===== config.mk =====
export PLATFORM = sky130hd
export DESIGN_NAME = smsp_port
export DESIGN_NICKNAME = d
export VERILOG_FILES = /design/src/smsp_pkg.sv /design/src/smsp_port.sv
export SDC_FILE = /design/constraint.sdc
export NUM_CORES = 1
export LEC_CHECK = 0
export BUFFER_PORTS_ARGS = -buffer_cell sky130_fd_sc_hd__clkbuf_2
export CAP_MARGIN = 20
export CORE_MARGIN = 4
export CORE_UTILIZATION = 45
export CTS_BUF_LIST = sky130_fd_sc_hd__clkbuf_8
export DETAILED_ROUTE_END_ITERATION = 10
export GPL_ROUTABILITY_DRIVEN = 1
export PLACE_DENSITY = 0.65
export SETUP_SLACK_MARGIN = 0.05
export SLEW_MARGIN = 5
export SYNTH_ARGS = -nofsm -noshare
export SYNTH_HDL_FRONTEND = slang
export SYNTH_SLANG_ARGS = --single-unit

===== constraint.sdc =====
create_clock -name CLOCK -period 3.7 [get_ports CLOCK]
set_input_delay 0.555 -clock CLOCK [delete_from_list [all_inputs] [get_ports CLOCK]]
set_output_delay 0.555 -clock CLOCK [all_outputs]
set_load 0.005 [all_outputs]

===== src/smsp_pkg.sv =====
package smsp_pkg;
  // Register addresses
  localparam logic [7:0] SMSP_ADDR_STATUS  = 8'h84;
  localparam logic [7:0] SMSP_ADDR_CONTROL = 8'h85;
  localparam logic [7:0] SMSP_ADDR_DATA    = 8'h86;
  // Reset values
  localparam logic [7:0] SMSP_CONTROL_RST  = 8'h04;
  // Status field positions
  localparam int SMSP_ST_DONE  = 7;
  localparam int SMSP_ST_WRITE_COLLISION_FLAG  = 6;
  localparam int SMSP_ST_FULL  = 5;
  localparam int SMSP_ST_BUSY  = 4;
  localparam int SMSP_ST_MODE_FAULT_FLAG  = 3;
  localparam int SMSP_ST_RATE2 = 0;
  // Half bit time, in source pulses, per rate code
  localparam logic [5:0] SMSP_HALF_DIV4  = 6'h02;
  localparam logic [5:0] SMSP_HALF_DIV8  = 6'h04;
  localparam logic [5:0] SMSP_HALF_DIV16 = 6'h08;
  localparam logic [5:0] SMSP_HALF_DIV32 = 6'h10;
  localparam logic [5:0] SMSP_HALF_DIV64 = 6'h20;
  localparam logic [5:0] SMSP_HALF_DIV2  = 6'h01;
  localparam logic [5:0] SMSP_HALF_OVF6  = 6'h03;
  // Rate codes fed by overflow pulses
  localparam logic [2:0] SMSP_RATE_BAUD  = 3'h6;
  localparam logic [2:0] SMSP_RATE_TMR0  = 3'h7;
  // Edges per byte, minus one
  localparam logic [3:0] SMSP_LAST_EDGE  = 4'hf;

  // Control register layout
  typedef struct packed {
    logic       select_ignore;
    logic       port_enable;
    logic       lsb_first;
    logic       master_select;
    logic       clock_polarity;
    logic       clock_phase;
    logic [1:0] rate_low;
  } smsp_ctrl_t;

  // Serial pin bundle towards the port
  typedef struct packed {
    logic miso;
    logic mosi;
    logic sck;
  } smsp_pins_t;
endpackage


===== src/smsp_port.sv =====
// Implementation choices: the register offsets and the strobed register port.
`timescale 1ns/10ps
// Operation
// - Disabled port releases all three serial pins
// - Selected slave drives slave-out, else high-impedance
// - Select low on select-honouring master clears role, flags fault
// - Demotion disables the port, releases all pins, sets done flag
// - Demoted port stays disabled until software re-enables
// - Idle select-honouring master floats out and clock
// - Active master drives out and clock pins
// - Phase 1 slave accepts select held low
// - Master data write starts clock and transfer
// - Eight bits end clock, set done flag
// - Both ends exchange bytes as one ring
// - Write to empty hold buffer sets full
// - Empty shifter takes hold byte at once
// - Master sends valid data; slave waits for clock
// - Write while full flags collision, is dropped
// - Collision flag cleared by writing one
// - Separate receive and transmit buffers behind data
// - Three-bit rate code picks bit clock source
// - Ignoring select, master bit alone sets role
// - Polarity sets idle level; phase picks edges
// - Mode fault cleared only by writing one
module smsp_port
  import smsp_pkg::*;
(
  input  wire logic       CLOCK,
  input  wire logic       RST_N,
  input  wire logic       CE,
  input  wire logic [7:0] ADDR,
  input  wire logic [7:0] WDATA,
  input  wire logic       WR,
  input  wire logic       RD,
  output logic      [7:0] RDATA,
  input  wire logic       BAUD_OVF,
  input  wire logic       TMR0_OVF,
  input  wire logic       MISO_I,
  output logic            MISO_O,
  output logic            MISO_OE,
  input  wire logic       MOSI_I,
  output logic            MOSI_O,
  output logic            MOSI_OE,
  input  wire logic       SCK_I,
  output logic            SCK_O,
  output logic            SCK_OE,
  input  wire logic       SS_N_I,
  input  wire logic       IRQ_EN,
  output logic            IRQ
);

  smsp_ctrl_t ctrl;          // Control register
  logic       rate2;         // Top rate code bit
  logic       done;          // Transfer done flag
  logic       write_collision_flag;          // Write collision flag
  logic       mode_fault_flag;          // Mode fault flag
  logic [7:0] hold;          // Transmit hold buffer
  logic       full;          // Hold buffer full
  logic [7:0] sh;            // Output shifter
  logic       osr_valid;     // Shifter holds a byte to send
  logic [7:0] rx;            // Receive shifter
  logic [7:0] rx_buf;        // Received byte for software
  logic [3:0] cnt;           // Clock edge counter
  logic       run;           // Master transfer active
  logic       sck;           // Master clock level
  logic [5:0] pre;           // Bit rate prescaler
  logic [3:0] meta;          // First synchroniser stage
  logic [3:0] sync;          // Second synchroniser stage
  logic       sck_prev;      // Last synced slave clock
  logic       ss_prev;       // Last synced select
  smsp_pins_t pin_s;         // Synced serial inputs
  logic       ss_s;          // Synced select, active low level

  // Rate code to half bit time in source pulses
  function automatic logic [5:0] half_of(input logic [2:0] code);
    logic [5:0] r;
    r = SMSP_HALF_OVF6;
    unique case (code)
      3'h0: r = SMSP_HALF_DIV4;
      3'h1: r = SMSP_HALF_DIV8;
      3'h2: r = SMSP_HALF_DIV16;
      3'h3: r = SMSP_HALF_DIV32;
      3'h4: r = SMSP_HALF_DIV64;
      3'h5: r = SMSP_HALF_DIV2;
      3'h6: r = SMSP_HALF_OVF6;
      3'h7: r = SMSP_HALF_OVF6;
    endcase
    return r;
  endfunction

  // Raw pins; order matches the pin bundle, select on top
  logic [3:0] pins_raw;      // Unsynchronised pin levels
  assign pins_raw = {SS_N_I, MISO_I, MOSI_I, SCK_I};
  // Two-flop synchronisers on all inbound pins
  genvar gi;
  generate
    for (gi = 0; gi < 4; gi++) begin : g_sync
      always_ff @(posedge CLOCK or negedge RST_N) begin
        if (!RST_N) begin
          meta[gi] <= 1'b1;
          sync[gi] <= 1'b1;
        end else if (CE) begin
          meta[gi] <= pins_raw[gi];
          sync[gi] <= meta[gi];
        end
      end
    end
  endgenerate

  assign pin_s = sync[2:0];
  assign ss_s  = sync[3];

  // Decoded conditions
  logic [2:0] rate;          // Full rate code
  logic       master;        // Acting as master
  logic       fault;         // Foreign master pulled select
  logic       sel;           // Slave is selected
  logic       src;           // Rate source pulse
  logic       ev;            // Shift clock edge event
  logic       lead;          // Event is a leading edge
  logic       sample;        // Event samples input
  logic       din;           // Incoming serial bit
  logic       move;          // Hold buffer to shifter
  logic       byte_end;      // Last edge of a byte
  logic       ss_rise;       // Select released
  logic       wr_ctrl;
  logic       wr_stat;
  logic       wr_data;
  logic [7:0] rx_next;       // Receive shifter next value
  logic [7:0] sh_next;       // Output shifter next value

  assign rate    = {rate2, ctrl.rate_low};
  // Role from master bit alone once select is ignored
  assign master  = ctrl.port_enable & ctrl.master_select;
  // Select low on a select-honouring master
  assign fault   = master & ~ctrl.select_ignore & ~ss_s;
  assign sel     = ctrl.port_enable & ~ctrl.master_select
                 & (ctrl.select_ignore | ~ss_s);
  assign src     = (rate == SMSP_RATE_BAUD) ? BAUD_OVF :
                   (rate == SMSP_RATE_TMR0) ? TMR0_OVF : 1'b1;
  assign ss_rise = ss_s & ~ss_prev;
  // Master edges from the prescaler, slave edges from the pin
  assign ev      = master ? (run & src & (pre == half_of(rate) - 6'h01))
                          : (sel & (pin_s.sck != sck_prev));
  // Even edge count is leading; polarity gives idle level
  assign lead    = master ? ~cnt[0] : (pin_s.sck != ctrl.clock_polarity);
  assign sample  = lead ^ ctrl.clock_phase;
  assign din     = master ? pin_s.miso : pin_s.mosi;
  assign move    = full & ~osr_valid & ~ev;
  assign byte_end = ev & (cnt == SMSP_LAST_EDGE);
  assign wr_ctrl = CE & WR & (ADDR == SMSP_ADDR_CONTROL);
  assign wr_stat = CE & WR & (ADDR == SMSP_ADDR_STATUS);
  assign wr_data = CE & WR & (ADDR == SMSP_ADDR_DATA);
  // Shifter ring; direction by bit order
  assign rx_next = ctrl.lsb_first ? {din, rx[7:1]} : {rx[6:0], din};
  assign sh_next = ctrl.lsb_first ? {1'b0, sh[7:1]} : {sh[6:0], 1'b0};

  // Control register; hardware demotes on fault
  always_ff @(posedge CLOCK or negedge RST_N) begin
    if (!RST_N) begin
      ctrl  <= SMSP_CONTROL_RST;
      rate2 <= 1'b0;
    end else if (CE) begin
      if (wr_stat) begin
        rate2 <= WDATA[SMSP_ST_RATE2];
      end
      if (fault) begin
        // Fault wins; stays disabled until rewritten
        ctrl.master_select <= 1'b0;
        ctrl.port_enable   <= 1'b0;
      end else if (wr_ctrl) begin
        ctrl <= WDATA;
      end
    end
  end

  // Status flags; a set beats a same-cycle clear
  always_ff @(posedge CLOCK or negedge RST_N) begin
    if (!RST_N) begin
      done <= 1'b0;
      write_collision_flag <= 1'b0;
      mode_fault_flag <= 1'b0;
    end else if (CE) begin
      // Done on byte end or on demotion
      if (byte_end || fault) begin
        done <= 1'b1;
      end else if (wr_stat && WDATA[SMSP_ST_DONE]) begin
        done <= 1'b0;
      end
      if (wr_data && full) begin
        write_collision_flag <= 1'b1;
      end else if (wr_stat && WDATA[SMSP_ST_WRITE_COLLISION_FLAG]) begin
        write_collision_flag <= 1'b0;
      end
      // Never cleared by hardware
      if (fault) begin
        mode_fault_flag <= 1'b1;
      end else if (wr_stat && WDATA[SMSP_ST_MODE_FAULT_FLAG]) begin
        mode_fault_flag <= 1'b0;
      end
    end
  end

  // Hold buffer; a write while full is dropped
  always_ff @(posedge CLOCK or negedge RST_N) begin
    if (!RST_N) begin
      hold <= 8'h00;
      full <= 1'b0;
    end else if (CE) begin
      if (wr_data && !full) begin
        hold <= WDATA;
        full <= 1'b1;
      end else if (move) begin
        full <= 1'b0;
      end
    end
  end

  // Prescaler for the master bit clock
  always_ff @(posedge CLOCK or negedge RST_N) begin
    if (!RST_N) begin
      pre <= 6'h00;
    end else if (CE) begin
      if (!run) begin
        pre <= 6'h00;
      end else if (src) begin
        // Count system_clock or overflow pulses
        pre <= (pre == half_of(rate) - 6'h01) ? 6'h00 : pre + 6'h01;
      end
    end
  end

  // Shift engine shared by master and slave
  always_ff @(posedge CLOCK or negedge RST_N) begin
    if (!RST_N) begin
      sh        <= 8'h00;
      osr_valid <= 1'b0;
      rx        <= 8'h00;
      rx_buf    <= 8'h00;
      cnt       <= 4'h0;
      run       <= 1'b0;
      sck       <= 1'b0;
      sck_prev  <= 1'b0;
      ss_prev   <= 1'b1;
    end else if (CE) begin
      sck_prev <= pin_s.sck;
      ss_prev  <= ss_s;
      if (fault || !ctrl.port_enable) begin
        // Demotion or disable aborts the byte
        run <= 1'b0;
        cnt <= 4'h0;
        sck <= ctrl.clock_polarity;
      end else if (!master && ss_rise && !ctrl.select_ignore) begin
        // Drop partial byte, realign for next
        cnt <= 4'h0;
      end else if (move) begin
        sh        <= hold;
        osr_valid <= 1'b1;
      end else if (master && osr_valid && !run) begin
        // Valid shifter data starts the master clock
        run <= 1'b1;
        cnt <= 4'h0;
        sck <= ctrl.clock_polarity;
      end else if (ev) begin
        // Slave keeps counting while select held low
        if (sample) begin
          rx <= rx_next;
        end else if (!(ctrl.clock_phase && cnt == 4'h0)) begin
          sh <= sh_next;
        end
        cnt <= cnt + 4'h1;
        if (master) begin
          sck <= ~sck;
        end
        if (byte_end) begin
          // Clock stops after eight bits
          run       <= 1'b0;
          osr_valid <= 1'b0;
          rx_buf    <= sample ? rx_next : rx;
        end
      end else if (!run) begin
        sck <= ctrl.clock_polarity;
      end
    end
  end

  // Register read, data one cycle after the strobe
  always_ff @(posedge CLOCK or negedge RST_N) begin
    if (!RST_N) begin
      RDATA <= 8'h00;
    end else if (CE) begin
      if (!RD) begin
        RDATA <= 8'h00;
      end else if (ADDR == SMSP_ADDR_CONTROL) begin
        RDATA <= ctrl;
      end else if (ADDR == SMSP_ADDR_STATUS) begin
        RDATA <= {done, write_collision_flag, full, run | osr_valid | (cnt != 4'h0),
                  mode_fault_flag, 2'b00, rate2};
      end else if (ADDR == SMSP_ADDR_DATA) begin
        RDATA <= rx_buf;
      end else begin
        RDATA <= 8'h00;
      end
    end
  end

  // Pin drivers; all released when disabled
  assign MOSI_O  = ctrl.lsb_first ? sh[0] : sh[7];
  assign MISO_O  = ctrl.lsb_first ? sh[0] : sh[7];
  assign SCK_O   = sck;
  // Active master drives, idle one floats unless select is ignored
  assign MOSI_OE = master & (ctrl.select_ignore | run);
  assign SCK_OE  = master & (ctrl.select_ignore | run);
  // Slave-out only while selected
  assign MISO_OE = sel;
  // Flag output gated by the enable input
  assign IRQ     = IRQ_EN & (done | mode_fault_flag);
endmodule


; Word level (Yosys, flattened, before mapping)
; Memory sizes are Yosys's and may differ from the RTL's.
; Index checks and enable logic that the tools add are counted.
[classes]
n_addsub = 4
eq_ne = 19
mux = 55
bitwise_logic = 37
reduce_logical = 45
[ops]
columns = operator, n
row1 = 2-to-1 mux 8 bit, 12
row2 = 2-to-1 mux 6 bit, 6
row3 = 2-to-1 mux 1 bit, 31
row4 = "== test 8 bit, second input constant", 3
row5 = 2-to-1 mux 4 bit, 5
row6 = AND 1 bit, 18
row7 = AND reduction 2 bit, 8
row8 = AND reduction 7 bit, 2
row9 = nonzero test 2 bit, 7
row10 = NOT 1 bit, 13
row11 = == test 6 bit, 2
row12 = AND reduction 6 bit, 2
row13 = "subtractor 6 x 1 -> 6 bit, second input constant", 2
row14 = logical AND 1 bit, 10
row15 = AND reduction 5 bit, 2
row16 = "inequality test 2 bit, second input constant", 4
row17 = nonzero test 4 bit, 2
row18 = 2-to-1 mux 7 bit, 1
row19 = "adder 6 x 1 -> 6 bit, second input constant", 1
row20 = "== test 3 bit, second input constant", 2
row21 = AND reduction 3 bit, 2
row22 = nonzero test 3 bit, 2
row23 = logical NOT 1 bit, 5
row24 = bitwise OR 1 bit, 5
row25 = 10 further kinds, 13
[totals]
regBits = 76
romBits = 96
inputBits = 28
output_inout_bits = 15
elab_cells = 194
n_memories = 2
[mem_list]
columns = name, depth, word_bits, rd, rd_ports_with_merged_regs, wr, line
row1 = (no name shown), 8, 6, 1, 0, 0, smsp_port.sv:78  ; unique case (code)
row2 = (no name shown), 8, 6, 1, 0, 0, smsp_port.sv:78

; Longest topological paths before layout
[depth]
depth_word = 13
depth_mapped = 12
depth_no_buf = 10

; Least setup slack after synthesis
; OpenSTA, ideal clock, no wires.
[synth_timing]
path_type = reg2reg
from = register ctrl[0] (netlist name)
to = register sh[0]
setup_ns = 0.125
t_arrival_ns = 3.048
t_required_ns = 3.575
setup_slack_ns = 0.527
stages_incl_launch_ff = 12
n_path_buf = 1
period_less_slack_ns = 3.173
cell_sequence = dfrtp_1 > buf_6 > nor3_1 > a21oi_1 > ha_1 > xor2_1 > mux2i_1 > o2111ai_2 > or4_4 > a221oi_4 > o21ai_4 > mux2_4
[synth_via]
elab_chain_cells = 10
word_cells_on_any_way = 18
cone_classes = add/sub (1) / eq/ne (6) / mux (4) / bitwise (4) / reduce/logical (2) / memory (1)
[synth_lines]
columns = item, line
row1 = from (decl), smsp_port.sv:52  ; smsp_ctrl_t ctrl;
row2 = branches (longest 4 deep; another with memory (8 x 6 bit)), --
row3 = AND 1 bit *, smsp_port.sv:143  ; assign ev = master ? (run & src & (pre == half_of(rate) - 6'h01))
row4 = 2-to-1 mux 1 bit *, smsp_port.sv:143
row5 = NOT 1 bit, smsp_port.sv:149  ; assign move = full & ~osr_valid & ~ev;
row6 = AND 1 bit, smsp_port.sv:149
row7 = "inequality test 2 bit (no line), or another cell as far along", --
row8 = AND reduction 7 bit (no line), --
row9 = to (signal assigned), smsp_port.sv:257  ; sh <= hold;
row10 = to (signal assigned), smsp_port.sv:269  ; sh <= sh_next;
row11 = to (decl), smsp_port.sv:59  ; logic [7:0] sh;
; Mark *: on every way between the ends.
; A chain may end at the register's enable or synchronous reset.

; Worst setup path after layout
[layout_timing]
from = register ctrl[0] (netlist name)
to = register sh[3]
; Same word-level chain as after synthesis.

==> impl_metrics.yaml <==
timing:
  clock.fmax_mhz: 286.9
  final_hold_viol_count: 0
  period_share: 0.9422
  rsz0062_at_grt: "false"
  fin_tns_setup_ns: 0
  min_period_ns: 3.486
  drv_slew: 0
  whs_ns: 0.3631
  setup_viol: 0
  fin_skew_ns: 0.008384
  max_slew_margin: 0.3561
  tightest_slew_ns: 0.9658
global_route:
  antenna_found_initial: 0
  grt_pass1_wl_um: 15440
  grt_pass1_vias: 3004
  grtUsageTotal: 0.1745
  grt_overflow_total: 0
  grt_max_degree: 77
yosys:
  avgSynthCellArea_um2: 10.97
  ys_async_sr_fraction: 1.000
  yosys_warnings: 0
  ys_seq_area_frac: 0.4581
  synth_top_flop_cell: "dfrtp_1"
  ys_ff_latch: 76
  netlist_area_mm2: 0.004179
  yosys.area.top_type: "dfrtp_1"
  synth_cells: 381
  synth_nets: 413
  synth_cell_types: 58
  synth.area.top_cells: "dfrtp_1 (40%), mux2_2 (15%), dfstp_2 (6.3%)"
  synth.top_cell.area_share: 0.3952
  synth_edf_count: 0
routing:
  dr_total_vias: 3013
  routed_wl_um: 9189
  drc: 0
  wl_per_cell_um: 17.02
  ant_nets: 0
  dr.pass1.iters: 5
  via_per_inst: 5.580
  drt_iter0_drc: 163
power:
  irDropWorstVdd_v: 0.0002245
  power_w: 0.001644
  p_per_area_mw_per_mm2: 350.0
  p_leak_nw: 2.146
clocking:
  clock_sinks: 76
  clkLatencyLatePin_ns: 0.35
  cts_max_level: 3
  clockRootBuffer: "clkbuf_8"
  cts_max_path_buffers: 2
  cts_buffers: 9
  clk_pin_slew_worst_paths_ns: 0.09
  cts_tree: "built"
cells_and_area:
  final_cells: 540
  design_area_mm2: 0.004698
  drive_gt1_frac: 0.3611
  nNetsFinal: 459
  area_growth_pct: 12.43
  final_common_cell: "dfrtp_1"
  insertedDiodeCount: 0
  layout_common_cells: "dfrtp_1 (66), mux2_2 (55), clkbuf_2 (41), o21ai_0 (28), nand2_1 (28)"
run_status:
  run_status: "finished, final reports clean"
die:
  initial_core_util: 0.4700
  dieArea_mm2: 0.01089
  core_area_mm2: 0.008891
  rows: 34
  die_x_um: 104.4
  die_h_um: 104.4
  pin_count: 43
setup_path:
  rr_worst_depth: 11
  worstPathArrival_ns: 3.72
  crit_slowest_cell: "o41ai_4"
  crit_path_max_incr_delay_ns: 0.58
  cp-start-kind: "flop"
  end_kind: "flop"
  path_max_fanout: 11
  regToRegStartpoint: "ctrl[0]"
  crit_family: "compound AO/OA/AOI/OAI gates"
  reg2reg_slack_ns: 0.21
  setup.worst_path.start: "ctrl[0]"
  path_depth: 11
  worst_r2r_endpoint: "sh[3]"
  endpoint: "sh[3]"
  cp_cell_sequence: "nor3_1 > a21oi_1 > ha_1 > xor2_1 > mux2i_1 > o2111ai_2 > o41ai_4 > nor2_2 > o21ai_4 > buf_12 > mux2_4"
  crit_type: "flop to flop"
  worstPathRequired_ns: 3.94
  worst-path-buf-inv: 1
job:
  maxCapViolations: 0
place:
  placed_area_mm2: 0.004496
  place_congestion: 0.8049
  place_inst: 523
  port_buffers: 42
  dp_hpwl_um: 6498
worst_hold_path:
  hold_class: "input port to async pin"
Yosys cell counts, types with 2 or more instances:
cell type	count
nand3b_1	3
a21oi_1	18
and2_1	2
a21o_1	3
nor2b_1	7
xnor2_1	4
dfrtp_1	66
buf_6	3
a22o_1	7
ha_1	4
o2111ai_1	5
buf_4	5
nand2b_1	5
nand3_1	10
nor2_1	24
o21ai_0	28
buf_1	2
mux2_4	8
nor3_1	7
clkbuf_1	8
xor2_1	4
nor4b_1	2
mux2i_1	12
dfstp_2	10
nand2_1	28
mux2_2	55
inv_1	18
o31ai_1	3
sequential cells by signal, summed over array words and instances (netlist names):
signal                count
rate2                     1
osr_valid                 1
pre                       6
write_collision_flag      1
rx_buf                    8
full                      1
mode_fault_flag           1
run                       1
meta                      4
ss_s                      1
ctrl                      8
done                      1
cnt                       4
rx                        8
ss_prev                   1
pin_s                     3
hold                      8
sck_prev                  1
SCK_O                     1
RDATA                     8
sh                        8
worst min path at each step:
stage / slack, ns / to / start / cells after the start
floorplan: 0.26 / RDATA[0] / RST_N / 0
global placement: 0.49 / hold[4] / hold[4] / 1
detailed placement: 0.49 / hold[2] / hold[2] / 1
CTS: 0.39 / hold[0] / RST_N / 1
global route: 0.43 / meta[1] / MOSI_I / 2
finish: 0.36 / pre[0] / RST_N / 1
what timing repair did:
action	CTS	global route
setup endpoints to repair	0	8
hold buffers	0	0
buffers inserted	0	1
gates resized for setup	0	0
final cells by class:
cell class / count / area (um2)
inverters: 19 / 73.82
repair buffers: 54 / 315.3
flip-flops and latches: 76 / 1914
fillers: 805 / 4193
clock buffers: 9 / 123.9
multi-input cells: 267 / 2077
clock inverters: 7 / 58.81
well taps: 108 / 135.1
report_power, final:
| group | switching [W] | internal, W | total [W] |
|---|---|---|---|
| registers | 0.0000234 | 0.000864 | 0.000888 |
| logic | 0.0000906 | 0.0000698 | 0.000160 |
| clock network | 0.000343 | 0.000253 | 0.000596 |
| total | 0.000457 | 0.00119 | 0.00164 |
metrics by stage:
step,worst slack [ns],utilization
6_report,0.2140,0.5284
2_1_floorplan,0.5275,-
4_1_cts,0.1250,0.5262
5_1_grt,0.05305,0.5284
3_3_place_gp,0.3080,0.5056
3_5_place_dp,0.1761,0.5056
cell families after synthesis:
kind of cell / after synthesis / synth area share
XOR/XNOR: 8 / 0.01676
AND/OR/NAND/NOR: 100 / 0.1225
AO/OA/AOI/OAI: 80 / 0.1401
adder cells (fa/ha/maj): 4 / 0.01198
multiplexers: 75 / 0.2057
buffers and inverters: 38 / 0.04491
flip-flops: 76 / 0.4581
routing by layer:
metal / part of all wire / routed length [um] / track usage / vias up
met5: 0 / 0 / 0 / -
met4: 0.0072 / 66 / 0.04084 / 0
met3: 0.049 / 453 / 0.03973 / 7
met2: 0.46 / 4244 / 0.2661 / 85
met1: 0.48 / 4426 / 0.2524 / 1465
li1: - / - / - / 1456
Power figures use the tool's default switching activity.
